`config.mk`:
```
export PLATFORM = sky130hd
export DESIGN_NAME = mbrw_handler
export DESIGN_NICKNAME = d
export VERILOG_FILES = /design/src/shared/mbrw_pkg.sv /design/src/rtl/mbrw_handler.sv
export VERILOG_INCLUDE_DIRS = /design/src /design/src/shared
export SDC_FILE = /design/constraint.sdc
export NUM_CORES = 1
export LEC_CHECK = 0
export BUFFER_PORTS_ARGS = -buffer_cell sky130_fd_sc_hd__buf_4
export CORE_UTILIZATION = 62
export CTS_BUF_LIST = sky130_fd_sc_hd__clkbuf_2 sky130_fd_sc_hd__clkbuf_4 sky130_fd_sc_hd__clkbuf_8
export DETAILED_ROUTE_END_ITERATION = 10
export PLACE_DENSITY = 0.86
export REMOVE_ABC_BUFFERS = 1
export SETUP_SLACK_MARGIN = 0.05
export SLEW_MARGIN = 20
export SYNTH_ARGS = -nofsm -noshare
export SYNTH_HDL_FRONTEND = slang
export SYNTH_SLANG_ARGS = --single-unit
```
`constraint.sdc`:
```
create_clock -name sys_clk -period 6.3 [get_ports sys_clk]
set_clock_uncertainty 0.2 [all_clocks]
set_input_delay 0.63 -clock sys_clk [delete_from_list [all_inputs] [get_ports sys_clk]]
set_output_delay 0.63 -clock sys_clk [all_outputs]
set_load 0.02 [all_outputs]
```
`src/shared/mbrw_params.svh`:
```
// constants for the multi-register write / read-write command handler
// assumes a framer that strips transport header and checksum before it
//
// How it works
// - function 16 answer echoes code, address, quantity
// - same function 16 answer for either transport
// - function 23 does one read, one write
// - write at write address, read at read
// - all writes finish before any read
// - function 23 only accepted over TCP
// - byte count equals twice register quantity
// - error answer: code with top bit, reason
`ifndef MBRW_PARAMS_SVH
`define MBRW_PARAMS_SVH
`define MBRW_FC_WR_MULTI   8'h10
`define MBRW_FC_RW_MULTI   8'h17
`define MBRW_EXC_FLAG      8'h80
`define MBRW_EXC_NONE      8'h00
`define MBRW_EXC_ILL_FUNC  8'h01
`define MBRW_EXC_ILL_VALUE 8'h03
`define MBRW_Q16_MAX       16'h007b
`define MBRW_Q23_RD_MAX    16'h007d
`define MBRW_Q23_WR_MAX    16'h0079
`define MBRW_HDR16_LEN     9'h006
`define MBRW_HDR23_LEN     9'h00a
`define MBRW_HDR_SLOTS     10
`define MBRW_RSP16_LEN     4'h5
`define MBRW_RSP_SHORT     4'h2
`endif

```
`src/shared/mbrw_pkg.sv`:
```
// types shared by the command handler and its neighbours
// assumes nothing beyond the params header
package mbrw_pkg;
  // byte from the framer, one protocol data unit per first..last
  typedef struct packed {
    logic       valid;
    logic       first;
    logic       last;
    logic [7:0] data;
  } mbrw_rx_t;
  // answer byte towards the framer
  typedef struct packed {
    logic       valid;
    logic       last;
    logic [7:0] data;
  } mbrw_tx_t;
  // register store write strobe
  typedef struct packed {
    logic        en;
    logic [15:0] addr;
    logic [15:0] data;
  } mbrw_wr_t;
  typedef enum logic [2:0] {S_RX, S_HDR, S_RDREQ, S_RDCAP, S_DHI, S_DLO, S_END} mbrw_state_t;
endpackage : mbrw_pkg
```
`src/rtl/mbrw_handler.sv`:
```
// command handler for write-multiple and read/write-multiple requests
// assumes a checked data unit stream and a store with one-cycle read latency
`include "mbrw_params.svh"
`timescale 1ns/10ps
`default_nettype none
module mbrw_handler (
  input  wire logic              sys_clk,
  input  wire logic              rst,
  input  wire mbrw_pkg::mbrw_rx_t rx,
  input  wire logic              is_tcp,
  output var  logic              rx_ready,
  output var  mbrw_pkg::mbrw_tx_t tx,
  input  wire logic              tx_ready,
  output var  mbrw_pkg::mbrw_wr_t wr,
  output var  logic              rd_en,
  output var  logic [15:0]       rd_addr,
  input  wire logic [15:0]       rd_data
);
  import mbrw_pkg::*;

  // ==========================================================
  // request capture
  // ==========================================================
  logic [7:0]  h [`MBRW_HDR_SLOTS];
  logic [8:0]  idx;
  logic [7:0]  exc;
  logic [7:0]  next_exc;
  logic        tcp_q;
  logic        err;
  logic        f23;
  logic [8:0]  hl;
  logic [8:0]  p;
  logic [8:0]  dn;
  logic [8:0]  exp_last;
  logic [15:0] a_wr;
  logic [15:0] q_wr;
  logic [15:0] a_rd;
  logic [15:0] q_rd;
  logic        rx_fire;
  logic        bc_ok;
  mbrw_state_t st;
  logic [3:0]  hc;
  logic [6:0]  k;
  logic [7:0]  rlo;
  logic        free;

  function automatic logic qty_ok(input logic [15:0] q, input logic [15:0] max);
    qty_ok = (q != 16'h0000) && (q <= max);
  endfunction : qty_ok

  // field layout differs by function code
  assign rx_fire  = rx.valid && rx_ready;
  assign p        = rx.first ? 9'h000 : idx;
  assign f23      = (h[0] == `MBRW_FC_RW_MULTI);
  assign hl       = f23 ? `MBRW_HDR23_LEN : `MBRW_HDR16_LEN;
  assign a_rd     = {h[1], h[2]};
  assign q_rd     = {h[3], h[4]};
  assign a_wr     = f23 ? {h[5], h[6]} : {h[1], h[2]};
  assign q_wr     = f23 ? {h[7], h[8]} : {h[3], h[4]};
  assign dn       = p - hl;
  assign exp_last = 9'(hl + {q_wr[7:0], 1'b0} - 9'h001);
  assign err      = (exc != `MBRW_EXC_NONE);
  assign free     = !tx.valid;

  // byte count and quantity checks at the byte count slot
  assign bc_ok = (rx.data == {q_wr[6:0], 1'b0})
              && qty_ok(q_wr, f23 ? `MBRW_Q23_WR_MAX : `MBRW_Q16_MAX)
              && (!f23 || qty_ok(q_rd, `MBRW_Q23_RD_MAX));

  // exception code for the frame in flight
  always_comb begin
    next_exc = exc;
    if (p == 9'h000) begin
      if (rx.data == `MBRW_FC_WR_MULTI)
        next_exc = `MBRW_EXC_NONE;
      else if (rx.data == `MBRW_FC_RW_MULTI && is_tcp)
        next_exc = `MBRW_EXC_NONE;
      else
        next_exc = `MBRW_EXC_ILL_FUNC;
    end else if (p == hl - 9'h001 && exc == `MBRW_EXC_NONE && !bc_ok) begin
      next_exc = `MBRW_EXC_ILL_VALUE;
    end
    if (rx.last && next_exc == `MBRW_EXC_NONE && (p < hl || p != exp_last))
      next_exc = `MBRW_EXC_ILL_VALUE;
  end

  // header bytes, position and error state
  always_ff @(posedge sys_clk or posedge rst) begin
    if (rst) begin
      for (int i = 0; i < `MBRW_HDR_SLOTS; i++) h[i] <= 8'h00;
      idx   <= 9'h000;
      exc   <= `MBRW_EXC_NONE;
      tcp_q <= 1'b0;
    end else if (rx_fire) begin
      if (p < 9'(`MBRW_HDR_SLOTS))
        h[p[3:0]] <= rx.data;
      if (p == 9'h000)
        tcp_q <= is_tcp;
      idx <= (p == 9'h1ff) ? p : p + 9'h001;
      exc <= next_exc;
    end
  end

  // ==========================================================
  // register writes, streamed as words complete
  // ==========================================================
  logic [7:0] whi;
  always_ff @(posedge sys_clk or posedge rst) begin
    if (rst) begin
      wr  <= '0;
      whi <= 8'h00;
    end else begin
      wr.en <= 1'b0;
      if (rx_fire && !err && p >= hl && dn[8:1] < q_wr[8:0]) begin
        if (!dn[0]) begin
          whi <= rx.data;
        end else begin
          wr.en   <= 1'b1;
          wr.addr <= a_wr + 16'(dn[8:1]);
          wr.data <= {whi, rx.data};
        end
      end
    end
  end

  // ==========================================================
  // answer sequencing and reads
  // ==========================================================
  function automatic logic [7:0] rsp_byte(input logic [3:0] n);
    rsp_byte = h[0];
    if (err)
      rsp_byte = (n == 4'h0) ? (h[0] | `MBRW_EXC_FLAG) : exc;
    else if (f23)
      rsp_byte = (n == 4'h0) ? h[0] : {q_rd[6:0], 1'b0};
    else
      case (n)
        4'h1:    rsp_byte = a_wr[15:8];
        4'h2:    rsp_byte = a_wr[7:0];
        4'h3:    rsp_byte = q_wr[15:8];
        4'h4:    rsp_byte = q_wr[7:0];
        default: rsp_byte = h[0];
      endcase
  endfunction : rsp_byte

  logic [3:0] hdr_n;
  assign hdr_n = (err || f23) ? `MBRW_RSP_SHORT : `MBRW_RSP16_LEN;

  // main state machine, owns the answer stream
  always_ff @(posedge sys_clk or posedge rst) begin
    if (rst) begin
      st       <= S_RX;
      rx_ready <= 1'b1;
      tx       <= '0;
      hc       <= 4'h0;
      k        <= 7'h00;
      rlo      <= 8'h00;
      rd_en    <= 1'b0;
      rd_addr  <= 16'h0000;
    end else begin
      if (tx.valid && tx_ready)
        tx.valid <= 1'b0;
      case (st)
        S_RX: begin
          if (rx_fire && rx.last) begin
            rx_ready <= 1'b0;
            hc       <= 4'h0;
            st       <= S_HDR;
          end
        end
        S_HDR: begin
          if (free) begin
            tx.valid <= 1'b1;
            tx.data  <= rsp_byte(hc);
            tx.last  <= (hc == hdr_n - 4'h1) && (err || !f23);
            hc       <= hc + 4'h1;
            k        <= 7'h00;
            if (hc == hdr_n - 4'h1)
              st <= (err || !f23) ? S_END : S_RDREQ;
          end
        end
        S_RDREQ: begin
          if (free) begin
            rd_en   <= 1'b1;
            rd_addr <= a_rd + 16'(k);
            st      <= S_RDCAP;
          end
        end
        S_RDCAP: begin
          rd_en <= 1'b0;
          st    <= S_DHI;
        end
        S_DHI: begin
          tx.valid <= 1'b1;
          tx.data  <= rd_data[15:8];
          tx.last  <= 1'b0;
          rlo      <= rd_data[7:0];
          st       <= S_DLO;
        end
        S_DLO: begin
          if (free) begin
            tx.valid <= 1'b1;
            tx.data  <= rlo;
            tx.last  <= (16'(k) == q_rd - 16'h0001);
            k        <= k + 7'h01;
            st       <= (16'(k) == q_rd - 16'h0001) ? S_END : S_RDREQ;
          end
        end
        S_END: begin
          if (free) begin
            rx_ready <= 1'b1;
            st       <= S_RX;
          end
        end
        default: st <= S_RX;
      endcase
    end
  end

  // ==========================================================
  // checks
  // ==========================================================
  chk_fc16_echo_code: assert property (@(posedge sys_clk) disable iff (rst)
    (st == S_HDR && free && hc == 4'h0 && !err && !f23) |=> (tx.valid && tx.data == `MBRW_FC_WR_MULTI))
    else $error("write-multiple answer does not start with its code");
  chk_fc16_five_bytes: assert property (@(posedge sys_clk) disable iff (rst)
    (st == S_HDR && free && !err && !f23) |=> (tx.last == (hc == `MBRW_RSP16_LEN)))
    else $error("write-multiple answer is not five bytes");
  chk_one_read_each: assert property (@(posedge sys_clk) disable iff (rst)
    rd_en |=> (!rd_en ##1 !rd_en))
    else $error("read strobe repeated without a sent word");
  chk_read_address: assert property (@(posedge sys_clk) disable iff (rst)
    $rose(rd_en) |-> (rd_addr == a_rd + 16'(k) && k < q_rd[6:0]))
    else $error("read address outside the requested block");
  // the last word's strobe lands one cycle after the frame ends, never later
  chk_write_before_read: assert property (@(posedge sys_clk) disable iff (rst)
    (st != S_RX && $past(st) != S_RX) |-> !wr.en)
    else $error("register write after the request ended");
  chk_tcp_only_rw: assert property (@(posedge sys_clk) disable iff (rst)
    rd_en |-> (tcp_q && f23 && !err))
    else $error("read-write serviced outside TCP");
  chk_byte_count: assert property (@(posedge sys_clk) disable iff (rst)
    wr.en |-> (h[hl[3:0] - 4'h1] == {q_wr[6:0], 1'b0}))
    else $error("write done with a bad byte count");
  chk_write_range: assert property (@(posedge sys_clk) disable iff (rst)
    wr.en |-> (q_wr != 16'h0000 && q_wr <= (f23 ? `MBRW_Q23_WR_MAX : `MBRW_Q16_MAX)))
    else $error("write done with quantity out of range");
  chk_exception_form: assert property (@(posedge sys_clk) disable iff (rst)
    (st == S_HDR && free && err && hc == 4'h1) |=> (tx.data == exc && tx.last && $past(st) == S_HDR))
    else $error("exception answer malformed");
endmodule : mbrw_handler
`default_nettype wire

```
==> results by stage, run 1 <==
Pwr:
- Net switching is between 30 and 40% of the power.
- The worst IR drop on VDD is 195 uV.
- For this design the total switching power over the nets is 1.46 mW.
- In this run the power density over the cells is roughly 320 mW/mm2.
- In this run, the combinational gates consume approximately 36% of the power.
- The internal power of the cells totals approximately 2.2 mW.
- Sequential cells account for between 40% and 50% of the total power.
- The clock network is responsible for around 23% of the overall power.
- The analysis attributes to cell leakage a power of around 5.5 nW.

Global route:
- The number of global-route vias before repair came to roughly 8300.
- The pin count of the biggest net entering global routing is 66.
- The number of antenna violations at the first check in global routing is 0.
- The total track usage is between 30% and 40%.
- The first global-routing pass estimated roughly 45000 um of wire.
- Global routing finished with a remaining overflow of 0.

Hold path:
- The worst hold path class is input port to async pin.

Routing:
- The detailed-routing iteration count for the pre-antenna-repair pass is 5.
- The post-detailed-route count of antenna-violating nets is 0.
- The number of DRC violations after detailed-routing iteration 0 is 796.
- The routed layout has between 8000 and 9000 vias.
- In the routed layout, each cell is associated on average with a via count of about 6.4.
- Dividing the detail-routed wire length by the instance count gives roughly 21 um.
- Wires add up to ~28000 um.
- The DRC violation count after routing is 0.

Job:
- Max-cap violations in this run came to 0.

Clocking:
- The H-tree was split into 4 levels.
- The insertion delay of the later-clocked pin in the worst-skew pair is 0.48 ns.
- The number of gates resized after CTS is 0.
- In this run, CTS created clock tree buffers numbering 17.
- The number of buffers added to fix hold violations after cts is 0.
- TritonCTS built the clock tree.
- The maximum root-to-sink buffer count is 2.
- In this run the clock root is driven by a clkbuf_8.
- After clock tree synthesis, the clock-pin slew on the worst setup and hold paths is 0.10 ns.
- In this run the post-CTS setup repair buffer count came out at 0.
- The total clock sinks is between 150 and 200.

Timing:
- The worst-margin pin slew is around 0.97 ns.
- For this run, the top clock speed supported by timing is 229 MHz.
- The post-layout minimum cycle time is 4.37 ns.
- The minimum hold slack is -0.0148 ns.
- Of the available clock period, the critical path in the final layout requires ~69%.
- The setup total negative slack is 0 ns.
- The max-slew violation total from the final report is 0.
- Setup repair after global routing left no endpoint under its margin.
- The worst pin sits at a relative slew slack of approximately a third.
- The final number of hold-violating endpoints was 4.
- The number of failing setup endpoints in the final timing report is 0.

Worst setup path:
- The worst setup path is captured at a register.
- The register-to-register setup slack is 1.93 ns.
- The delay of the slowest cell on the worst path is approximately 0.43 ns.
- The nature of the critical path startpoint is a register.
- The signal on the critical path passes through nand4bb_1, nor2_2, buf_4, xnor2_1, ha_1, o21ai_0, nand2_1, nor3_1, o22ai_1, ha_1, or2_2, a21oi_1, a21o_1, nor3_1, xnor2_1, mux2_1.
- The slowest stage of the critical path is the dfrtp_1 cell.
- The critical-path maximum fanout is 28.
- Data arrives at the worst endpoint at 4.54 ns.
- The critical path required time is 6.47 ns.
- The worst setup path category is register to register.
- The logic depth of the worst register-to-register path is 16.

Cells and area:
- The post-route netlist has ~22% of its cells at a drive strength greater than 1.
- In the layout the commonest cells are dfrtp_1, nand2_1, buf_4.
- The sequential cells in the finished layout cover a total of 0.00451 mm2.
- In the final design database the tool counted about 1200 nets.
- The area used by multi-input combinational logic is 0.00564 mm2.
- Excluding fillers, the count of instances in the completed layout stands at 1342.
- The count of antenna diodes in the layout is 0.
- Compared with the post-synthesis result, the final layout area differs by 11.5%.
- The filler cell count is 1265.
- The leading cell type in the layout, fill and taps excluded is dfrtp_1.

Floorplan:
- The area of the core region is around 0.017 mm2.
- The total die area is 0.0174 mm2.
- 92 I/O pins were placed.
- The die is 132 um wide.
- The initial utilization of the core area, before any placement, comes to between 60% and 70%.
- The height of the chip is 132 um.
- The total number of placement rows is 47.

Synthesis:
- The post-synthesis sequential element count is 180.
- In this run, synthesis inferred 0 flip-flops with an integrated enable.
- During synthesis, Yosys emitted a total of 0 warnings.
- In this run the mean area of a mapped cell was around 10 um2.
- The gate count of the mapped netlist is about 1000.
- After synthesis, the share of flip-flops with an asynchronous set or reset is 100%.
- The unique cell type count in the Yosys netlist is 77.
- The combined area of all synthesized cells is between 0.01 and 0.015 mm2.
- The sequential cell area fraction in the yosys report is 43.0%.
- Among all flip-flop cells after synthesis, the most frequent one is dfrtp_1.

Status:
- The flow ran to the end, but the final reports show violations.
- The checks that failed: hold timing.

Placement:
- The HPWL reported at the end of detailed placement is around 21000 um.
- Port buffering added 91 buffers.
- The final weighted congestion in routability-driven placement is slightly below 1.
- The number of placed instances, taps included, is roughly 1300.
-- layout make-up --
cell class                      count  area share, %
Tap cell                          220           2.36
Timing Repair Buffer               97           6.24
Inverter                           28          0.964
Sequential cell                   180           38.6
Clock inverter                     15           1.60
Clock buffer                       17           2.00
Multi-Input combinational cell    785           48.3
-- Yosys cell counts (4+ instances only) --
library cell / number / area [um2]
o21ai_0: 52 / 260
nor3_1: 31 / 155
and3_1: 8 / 50.1
o21ai_1: 9 / 45.0
nand3_1: 22 / 110
a21oi_1: 46 / 230
clkbuf_1: 36 / 135
or2_2: 5 / 31.3
ha_1: 38 / 475
nor4_1: 11 / 68.8
dfrtp_1: 179 / 4480
o22ai_1: 10 / 62.6
nor2_1: 80 / 300
o2111ai_1: 5 / 43.8
a22oi_1: 7 / 52.6
or3_1: 4 / 25.0
inv_1: 27 / 101
a32o_1: 4 / 40.0
xnor2_1: 42 / 368
nand2b_1: 11 / 68.8
mux2i_1: 17 / 170
nor2b_1: 21 / 131
o31ai_1: 13 / 97.6
mux2_2: 91 / 1020
mux2_1: 29 / 327
xor2_1: 24 / 210
nand4_1: 17 / 106
buf_1: 6 / 22.5
o21a_1: 7 / 52.6
nand2_1: 101 / 379
and4_1: 5 / 43.8
a21o_1: 7 / 52.6
buf_2: 8 / 40.0
-- stage by stage --
step	util [%]	worst slack [ns]	power (mW)	area (um2)
floorplan	-	0.585	2.39	10200
global placement	68.1	2.12	2.81	11200
detailed placement	68.1	2.03	2.86	11200
CTS	70.6	2.03	3.69	11700
global route	70.7	1.77	3.90	11700
finish	70.7	1.93	3.71	11700
-- worst paths after layout --
| check | from | end |
|---|---|---|
| worst max-delay path | h[75]$_DFFE_PP0P_ | wr[29]$_DFFE_PP0P_ |
| worst min-delay path | rst | whi[6]$_DFFE_PP0P_ |
| worst max register to register | h[75]$_DFFE_PP0P_ | wr[29]$_DFFE_PP0P_ |
| worst min register to register | rd_addr[9]$_DFFE_PP0P_ | rd_addr[9]$_DFFE_PP0P_ |
| max in group asynchronous | rst | rlo[6]$_DFFE_PP0P_ |
| min in group sys_clk | tx_ready | tx[9]$_DFF_PP0_ |
-- metal layers --
metal | global-route usage, % | up-vias | part of all wire (%)
li1 | - | 3896 | -
met1 | 44.6 | 4195 | 41
met2 | 53.9 | 416 | 47
met3 | 6.65 | 84 | 8.1
met4 | 14.8 | 2 | 3.8
met5 | 0 | - | 0.13
-- critical path, delay by kind of cell (launching register included) --
kind                     cells  cell delay [ns]
buffers and inverters        1             0.35
AND/OR/NAND/NOR              6             1.21
AO/OA/AOI/OAI                4             0.80
XOR/XNOR                     2             0.39
multiplexers                 1             0.31
adder cells (fa/ha/maj)      2             0.56
flip-flops                   1             0.43
-- registers in the layout (all words and copies together), names as in the netlist --
name and cells:
st 3, hc 4, h 56, rd_addr 16, k 7, tx 10
rx_ready 1, idx 9, wr 33, rd_en 1, rlo 8, a_rd 16
whi 8, exc 8
-- power groups by stage --
stage                     sequential (mW)  clock, mW  combinational [mW]
after global placement               1.54          0                1.28
after detailed placement             1.54          0                1.31
final                                1.53      0.847                1.33
after floorplan                      1.58          0               0.809
after CTS                            1.52      0.851                1.32
after global routing                 1.56      0.892                1.45
-- logic make-up (layout without fill, tap and decap cells) --
kind of cell | after synthesis | after routing | synth area share (%)
XOR/XNOR | 66 | 66 | 5.52
AND/OR/NAND/NOR | 339 | 339 | 16.0
flip-flops | 180 | 180 | 43.0
adder cells (fa/ha/maj) | 40 | 40 | 4.92
AO/OA/AOI/OAI | 203 | 203 | 12.7
buffers and inverters | 82 | 157 | 3.29
multiplexers | 137 | 137 | 14.5
Note: power is estimated with default switching activity, not from simulation.
==> inputs of run 2 (changes only) <==
==> constraint.sdc (replaced) <==
create_clock -name sys_clk -period 4.2 [get_ports sys_clk]
set_clock_uncertainty 0.2 [all_clocks]
set_input_delay 0.42 -clock sys_clk [delete_from_list [all_inputs] [get_ports sys_clk]]
set_output_delay 0.42 -clock sys_clk [all_outputs]
set_load 0.02 [all_outputs]
==> run 2 against run 1 <==
The run now ends clean; non-clock buffer count up 33; worst hold slack better by 0.021 ns; total power up 49%; final cell count up 2.5%; worst setup slack worse by 1.7 ns; design area up 2.7%; largest cell class unchanged.
==> results by stage, run 2 (synthesis results as in run 1) <==
Routing:
- The mean routed wirelength per cell is 21.4 um (+0.92%).
- The detailed-routing iteration count for the pre-antenna-repair pass came to 5 (unchanged).
- The total number of vias is 8793 (+2.3%).
- The routed wire length was 29400 um (+3.4%).
- The number of DRC violations after detailed-routing iteration 0 is 789 (-0.88%).
- The post-detailed-route via-to-cell ratio came to 6.39 (-0.13%).
- The post-detailed-route count of antenna-violating nets was 0 (unchanged).
- The DRC violation count after routing was 0 (unchanged).

Worst setup path:
- The logic depth of the worst register-to-register path is 15 (-1).
- The worst endpoint data arrival time is 4.12 ns (-0.42 ns).
- The worst setup path is captured at a register.
- The worst setup path category is register to register.
- The critical-path maximum fanout is 32 (+14%).
- In this run the worst setup path begins at h[75]$_DFFE_PP0P_.
- The startpoint identified for the worst register-to-register timing path is h[75]$_DFFE_PP0P_.
- The critical path required time came to 4.37 ns (-2.10 ns).
- The nature of the critical path startpoint is a register.

Cells and area:
- The count of placed standard cells in the final layout, fillers left out was 1375 (+2.5%).
- The total number of nets in the final design was 1213 (+2.8%).
- The flip-flop count of the largest register after layout is 56 (unchanged).
- The filler cell count is 1236 (-2.3%).
- The register with the highest flop count is h.
- Leaving out fill and tap cells, the most frequent cells in the layout are dfrtp_1, buf_4, nand2_1.
- The area growth from synthesis to layout is 14.5%.
- The share of cells above drive strength 1 is 23.1% (+1.2 points).
- The count of antenna diodes in the layout is 0 (unchanged).
- In the final layout, the registers with the most flip-flops are h (56), wr (33).
- The leading cell type in the layout, fill and taps excluded is dfrtp_1.
- The core occupancy in the finished layout is 72.6% (+1.9 points).

Clocking:
- The insertion delay of the later-clocked pin in the worst-skew pair is 0.49 ns (about the same).
- TritonCTS built the clock tree.
- The root buffer cell chosen for the clock tree is clkbuf_8.
- The number of H-tree levels is 4 (unchanged).
- The clock-pin slew on the worst setup and hold paths was 0.10 ns (about the same).
- The number of buffers created by CTS is 17 (unchanged).
- The maximum root-to-sink buffer count was 2 (unchanged).
- The total clock sinks is 180 (unchanged).

Floorplan:
- The total die area is 0.0174 mm2 (unchanged).
- The I/O pin total is 92 (unchanged).
- The height of the chip is 132 um (unchanged).
- The total number of placement rows is 47 (unchanged).
- The area of the core region is 0.0165 mm2 (unchanged).
- The chip width is 132 um (unchanged).
- The initial core utilization was 63.4% (unchanged).

Global route:
- The global-route wire length before repair is 47000 um (+4.4%).
- The number of global-route vias before repair is 8723 (+4.9%).
- The number of antenna violations at the first check in global routing is 0 (unchanged).
- The pin count of the biggest net entering global routing came to 114 (+73%).
- The residual overflow from global routing is 0 (unchanged).
- The total track usage was 35.0% (+1.4 points).

Hold path:
- The worst hold path class is input port to register.
- The worst min-delay path startpoint is rd_data[12].
- The depth of the worst hold-timing path is 3.

Timing:
- The post-route clock period utilization is 94.1% (+25 points).
- The minimum hold slack was 0.00600 ns (+0.0208 ns).
- The highest achievable clock rate is 253 MHz (+11%).
- The max-slew violation total from the final report is 0 (unchanged).
- The setup total negative slack is 0 ns (unchanged).
- The worst relative slew slack is 28.9% (-5.9 points).
- The number of failing setup endpoints in the final timing report came to 0 (unchanged).
- The post-layout minimum cycle time is 3.95 ns (-0.424 ns).
- The worst-margin pin slew is 1.06 ns (+0.0943 ns).
- The final number of hold-violating endpoints was 0 (-4).
- Setup repair after global routing left no endpoint under its margin.

Placement:
- The number of port buffers is 91 (unchanged).
- The cell count after placement is 1326 (+1.2%).
- The final weighted congestion in routability-driven placement is 0.965 (-1.1%).
- The HPWL reported at the end of detailed placement is 20900 um (+1.7%).

Job:
- The number of max-cap violations is 0 (unchanged).

Pwr:
- The worst IR drop on VDD is 297 uV (+53%).
- The power density over the cells is 461 mW/mm2 (+45%).
- The leakage component of the power came to 5.61 nW (+2.9%).

Status:
- The flow ran to the end, and the final reports show no timing, DRC or antenna violations.
[run 2: cell type report]
type / count / area, um2 / area share, %
tap: 220 / 275 / 2.30
sequential: 180 / 4510 / 37.6
multi-input combinational: 785 / 5660 / 47.2
timing repair buffer: 130 / 1060 / 8.87
clock buffer: 17 / 234 / 1.95
inverter: 28 / 113 / 0.939
clock inverter: 15 / 141 / 1.18
[run 2: final timing paths]
| kind | slack [ns] | to |
|---|---|---|
| max | 0.25 | wr[29]$_DFFE_PP0P_ |
| min | 0.006 | tx[4]$_DFFE_PP0P_ |
| max reg2reg | 0.25 | wr[29]$_DFFE_PP0P_ |
| min reg2reg | 0.29 | rd_addr[7]$_DFFE_PP0P_ |
| max in group asynchronous | 2.50 | rx_ready$_DFFE_PP1P_ |
| min in group asynchronous | 0.23 | wr[1]$_DFFE_PP0P_ |
[run 2: layer usage]
metal  vias up  global-route usage (%)  wire length, um
met5         -                       0                0
met4         0                    15.9             1060
met3        84                    6.07             2340
met2       417                    56.3            14200
met1      4344                    46.6            11900
li1       3948                       -                -
[run 2: critical path, cell delays in order, from the launching register on]
cell and delay (ns):
dfrtp_1 0.43, nand4bb_2 0.34, nor2_4 0.22, xnor2_1 0.24, ha_1 0.24, nor2_1 0.07, xnor2_1 0.29, ha_1 0.29
o21a_1 0.11, o21a_1 0.16, o21ai_1 0.11, a21oi_1 0.09, o31ai_2 0.28, nand3_1 0.12, buf_4 0.28, mux2_1 0.37
[run 2: through the flow]
stage | setup slack, ns | area [um2] | power [mW]
2_1_floorplan | -1.34 | 10200 | 3.58
5_1_grt | 0.0155 | 12000 | 5.82
4_1_cts | 0.159 | 11900 | 5.50
3_5_place_dp | 0.211 | 11400 | 4.33
3_3_place_gp | 0.253 | 11400 | 4.27
6_report | 0.249 | 12000 | 5.53
[run 2: power by group]
part | internal (mW) | switching [mW] | total, mW
clock | 0.434 | 0.714 | 1.15
sequential | 2.00 | 0.292 | 2.29
combinational | 0.883 | 1.21 | 2.09
total | 3.32 | 2.22 | 5.53
[run 2: repair_timing]
action | in CTS | in global routing
endpoints found under the hold margin | 39 | 0
buffers inserted | 0 | 0
endpoints found under the setup margin | 0 | 40
resized for setup | 0 | 12
hold buffers | 16 | 0
==> inputs of run 3 (changes only) <==
--- a/config.mk
+++ b/config.mk
@@ -11,7 +11,6 @@
 export CTS_BUF_LIST = sky130_fd_sc_hd__clkbuf_2 sky130_fd_sc_hd__clkbuf_4 sky130_fd_sc_hd__clkbuf_8
 export DETAILED_ROUTE_END_ITERATION = 10
 export PLACE_DENSITY = 0.86
-export REMOVE_ABC_BUFFERS = 1
 export SETUP_SLACK_MARGIN = 0.05
 export SLEW_MARGIN = 20
 export SYNTH_ARGS = -nofsm -noshare
==> run 3 against run 2 <==
Via count shrank 1.4%; core utilization shrank 0.72 points; clock power shrank 3%; sequential power is essentially flat; critical path depth is the same; worst hold slack gained 0.011 ns.
==> results by stage, run 3 (synthesis results as in run 1) <==
Status:
- The flow ran to the end, and the final reports show no timing, DRC or antenna violations.

Timing:
- The setup total negative slack is 0 ns (unchanged).
- The post-layout minimum cycle time is 4.08 ns (+0.128 ns).
- The number of failing setup endpoints in the final timing report is 0 (unchanged).
- The worst-margin pin slew came to 0.959 ns (-0.104 ns).
- The minimum hold slack came to 0.0173 ns (+0.0113 ns).
- The max-slew violation total from the final report was 0 (unchanged).
- The post-route clock period utilization is 97.1% (+3.1 points).
- Setup repair after global routing left no endpoint under its margin.
- The worst relative slew slack is 36.1% (+7.2 points).
- The highest achievable clock rate is 245 MHz (-3.1%).
- The final number of hold-violating endpoints is 0 (unchanged).

Placement:
- The final weighted congestion in routability-driven placement is 0.982 (+1.7%).
- The total cell area at the placement stage was 0.0113 mm2 (-0.43%).
- The HPWL reported at the end of detailed placement is 19800 um (-5.3%).
- The number of port buffers was 91 (unchanged).

Worst setup path:
- The critical-path maximum fanout is 5 (-84%).
- The worst setup path is of the register to register kind.
- The worst endpoint data arrival time is 4.24 ns (+0.12 ns).
- The worst setup path is captured at a register.
- The critical path required time is 4.36 ns (about the same).
- The nature of the critical path startpoint is a register.
- The logic depth of the worst register-to-register path is 15 (unchanged).

Synthesis:
- The number of nets handed over by synthesis was about 1100.

Routing:
- The number of DRC violations after detailed-routing iteration 0 is 814 (+3.2%).
- The post-detailed-route via-to-cell ratio was 6.35 (-0.71%).
- The mean routed wirelength per cell is 20.6 um (-4.0%).
- The DRC violation count after routing is 0 (unchanged).
- The detailed-routing iteration count for the pre-antenna-repair pass is 7 (+2).
- The post-detailed-route count of antenna-violating nets is 0 (unchanged).
- The routed wire length is 28100 um (-4.6%).
- The total number of vias is 8673 (-1.4%).

Floorplan:
- The total die area came to 0.0174 mm2 (unchanged).
- The initial core utilization came to 63.4% (unchanged).
- The total number of placement rows came to 47 (unchanged).
- The chip width is 132 um (unchanged).
- The area of the core region is 0.0165 mm2 (unchanged).
- The I/O pin total is 92 (unchanged).
- The height of the chip is 132 um (unchanged).

Clocking:
- The number of buffers added for setup after CTS is 0 (unchanged).
- The insertion delay of the later-clocked pin in the worst-skew pair was 0.48 ns (about the same).
- The number of H-tree levels was 4 (unchanged).
- TritonCTS built the clock tree.
- The total clock sinks is 180 (unchanged).
- The clock-pin slew on the worst setup and hold paths came to 0.11 ns (about the same).
- The maximum root-to-sink buffer count came to 2 (unchanged).
- The number of buffers created by CTS came to 17 (unchanged).
- The root buffer selected by CTS is clkbuf_8.

Global route:
- The number of global-route vias before repair came to 8379 (-3.9%).
- The global-route wire length before repair is 44800 um (-4.7%).
- The number of antenna violations at the first check in global routing was 0 (unchanged).
- The pin count of the biggest net entering global routing came to 181 (+59%).
- The total track usage is 33.3% (-1.7 points).
- The residual overflow from global routing came to 0 (unchanged).

Cells and area:
- Counting flops per register, the top entry is h.
- The top cell types in the final layout, fill and taps aside, are dfrtp_1, buf_4, nand2_1.
- The core occupancy in the finished layout came to 71.9% (-0.72 points).
- Leaving out fill and tap cells, the most frequent cell in the layout is dfrtp_1.
- The post-route cell area is 0.0119 mm2 (-0.99%).
- The flip-flop count of the largest register after layout is 56 (unchanged).
- Relative to the synthesized area, the layout overhead comes to 13.4%.
- The total number of nets in the final design is 1204 (-0.74%).
- The largest registers in the layout are h (56), wr (33).
- The share of cells above drive strength 1 is 22.2% (-0.95 points).
- The count of antenna diodes in the layout is 0 (unchanged).

Pwr:
- The worst IR drop on VDD is 370 uV (+24%).
- The leakage component of the power is 5.55 nW (-1.1%).
- The total design power is 5.44 mW (-1.6%).
- The power density over the cells was 458 mW/mm2 (-0.66%).

Job:
- The number of max-cap violations came to 0 (unchanged).

Hold path:
- The worst hold path class is input port to async pin.
==> run 3: cell types whose count changed in the layout (fill, tap and decap cells not counted), sizes merged <==
cell      change
buf           -9
inv           -5
clkbuf        +4
clkinvlp      +1
==> run 3: worst max-delay path: stages, from the launching register on <==
cell and delay (ns):
dfrtp_1 0.43, nand4bb_1 0.32, nor2_4 0.24, xnor2_1 0.19, ha_1 0.23, o21ai_0 0.09, nand2_1 0.19, nor3_1 0.07
o22ai_1 0.36, ha_1 0.35, or2_2 0.29, a21oi_1 0.22, a21o_1 0.20, nor3_1 0.09, xnor2_1 0.15, mux2_1 0.32
==> run 3: metrics by stage <==
step / std cells / setup slack [ns]
6_report: 1366 / 0.121
5_1_grt: 1366 / 0.0681
4_1_cts: 1366 / 0.199
3_5_place_dp: 1318 / 0.233
3_3_place_gp: 1318 / 0.287
2_1_floorplan: 1047 / 0.328
==> run 3: path summary, 6_finish.rpt <==
kind | start | endpoint | slack (ns)
hold reg to reg | rd_addr[2]$_DFFE_PP0P_ | rd_addr[2]$_DFFE_PP0P_ | 0.29
setup / recovery | h[77]$_DFFE_PP0P_ | wr[29]$_DFFE_PP0P_ | 0.12
min in group sys_clk | rd_data[8] | tx[0]$_DFFE_PP0P_ | 0.07
max in group asynchronous | rst | tx[0]$_DFFE_PP0P_ | 3.05
hold / removal | rst | wr[5]$_DFFE_PP0P_ | 0.02
setup reg to reg | h[77]$_DFFE_PP0P_ | wr[29]$_DFFE_PP0P_ | 0.12
==> run 3: where the power goes <==
part / switching, mW / total, mW / internal, mW
Clock: 0.662 / 1.11 / 0.448
Sequential: 0.279 / 2.28 / 2.00
Combinational: 1.20 / 2.05 / 0.855
==> run 3: timing repair <==
| item | CTS | global route |
|---|---|---|
| hold buffers | 16 | 0 |
| setup endpoints to repair | 0 | 39 |
| hold endpoints to repair | 16 | 0 |
| resized for setup | 0 | 6 |
==> run 3: metal layers <==
metal  global-route usage [%]  routed length, um
met1                     43.5              11600
met2                     53.0              13100
met3                     7.04               2170
met4                     16.2               1220
met5                        0                  0
==> run 3: layout make-up <==
type | instances | area, um2
clock buffers | 21 | 264
well taps | 220 | 275
clock inverters | 11 | 98.8
multi-input cells | 785 | 5640
inverters | 28 | 111
repair buffers | 121 | 977
flip-flops and latches | 180 | 4510
fillers | 1238 | 4650
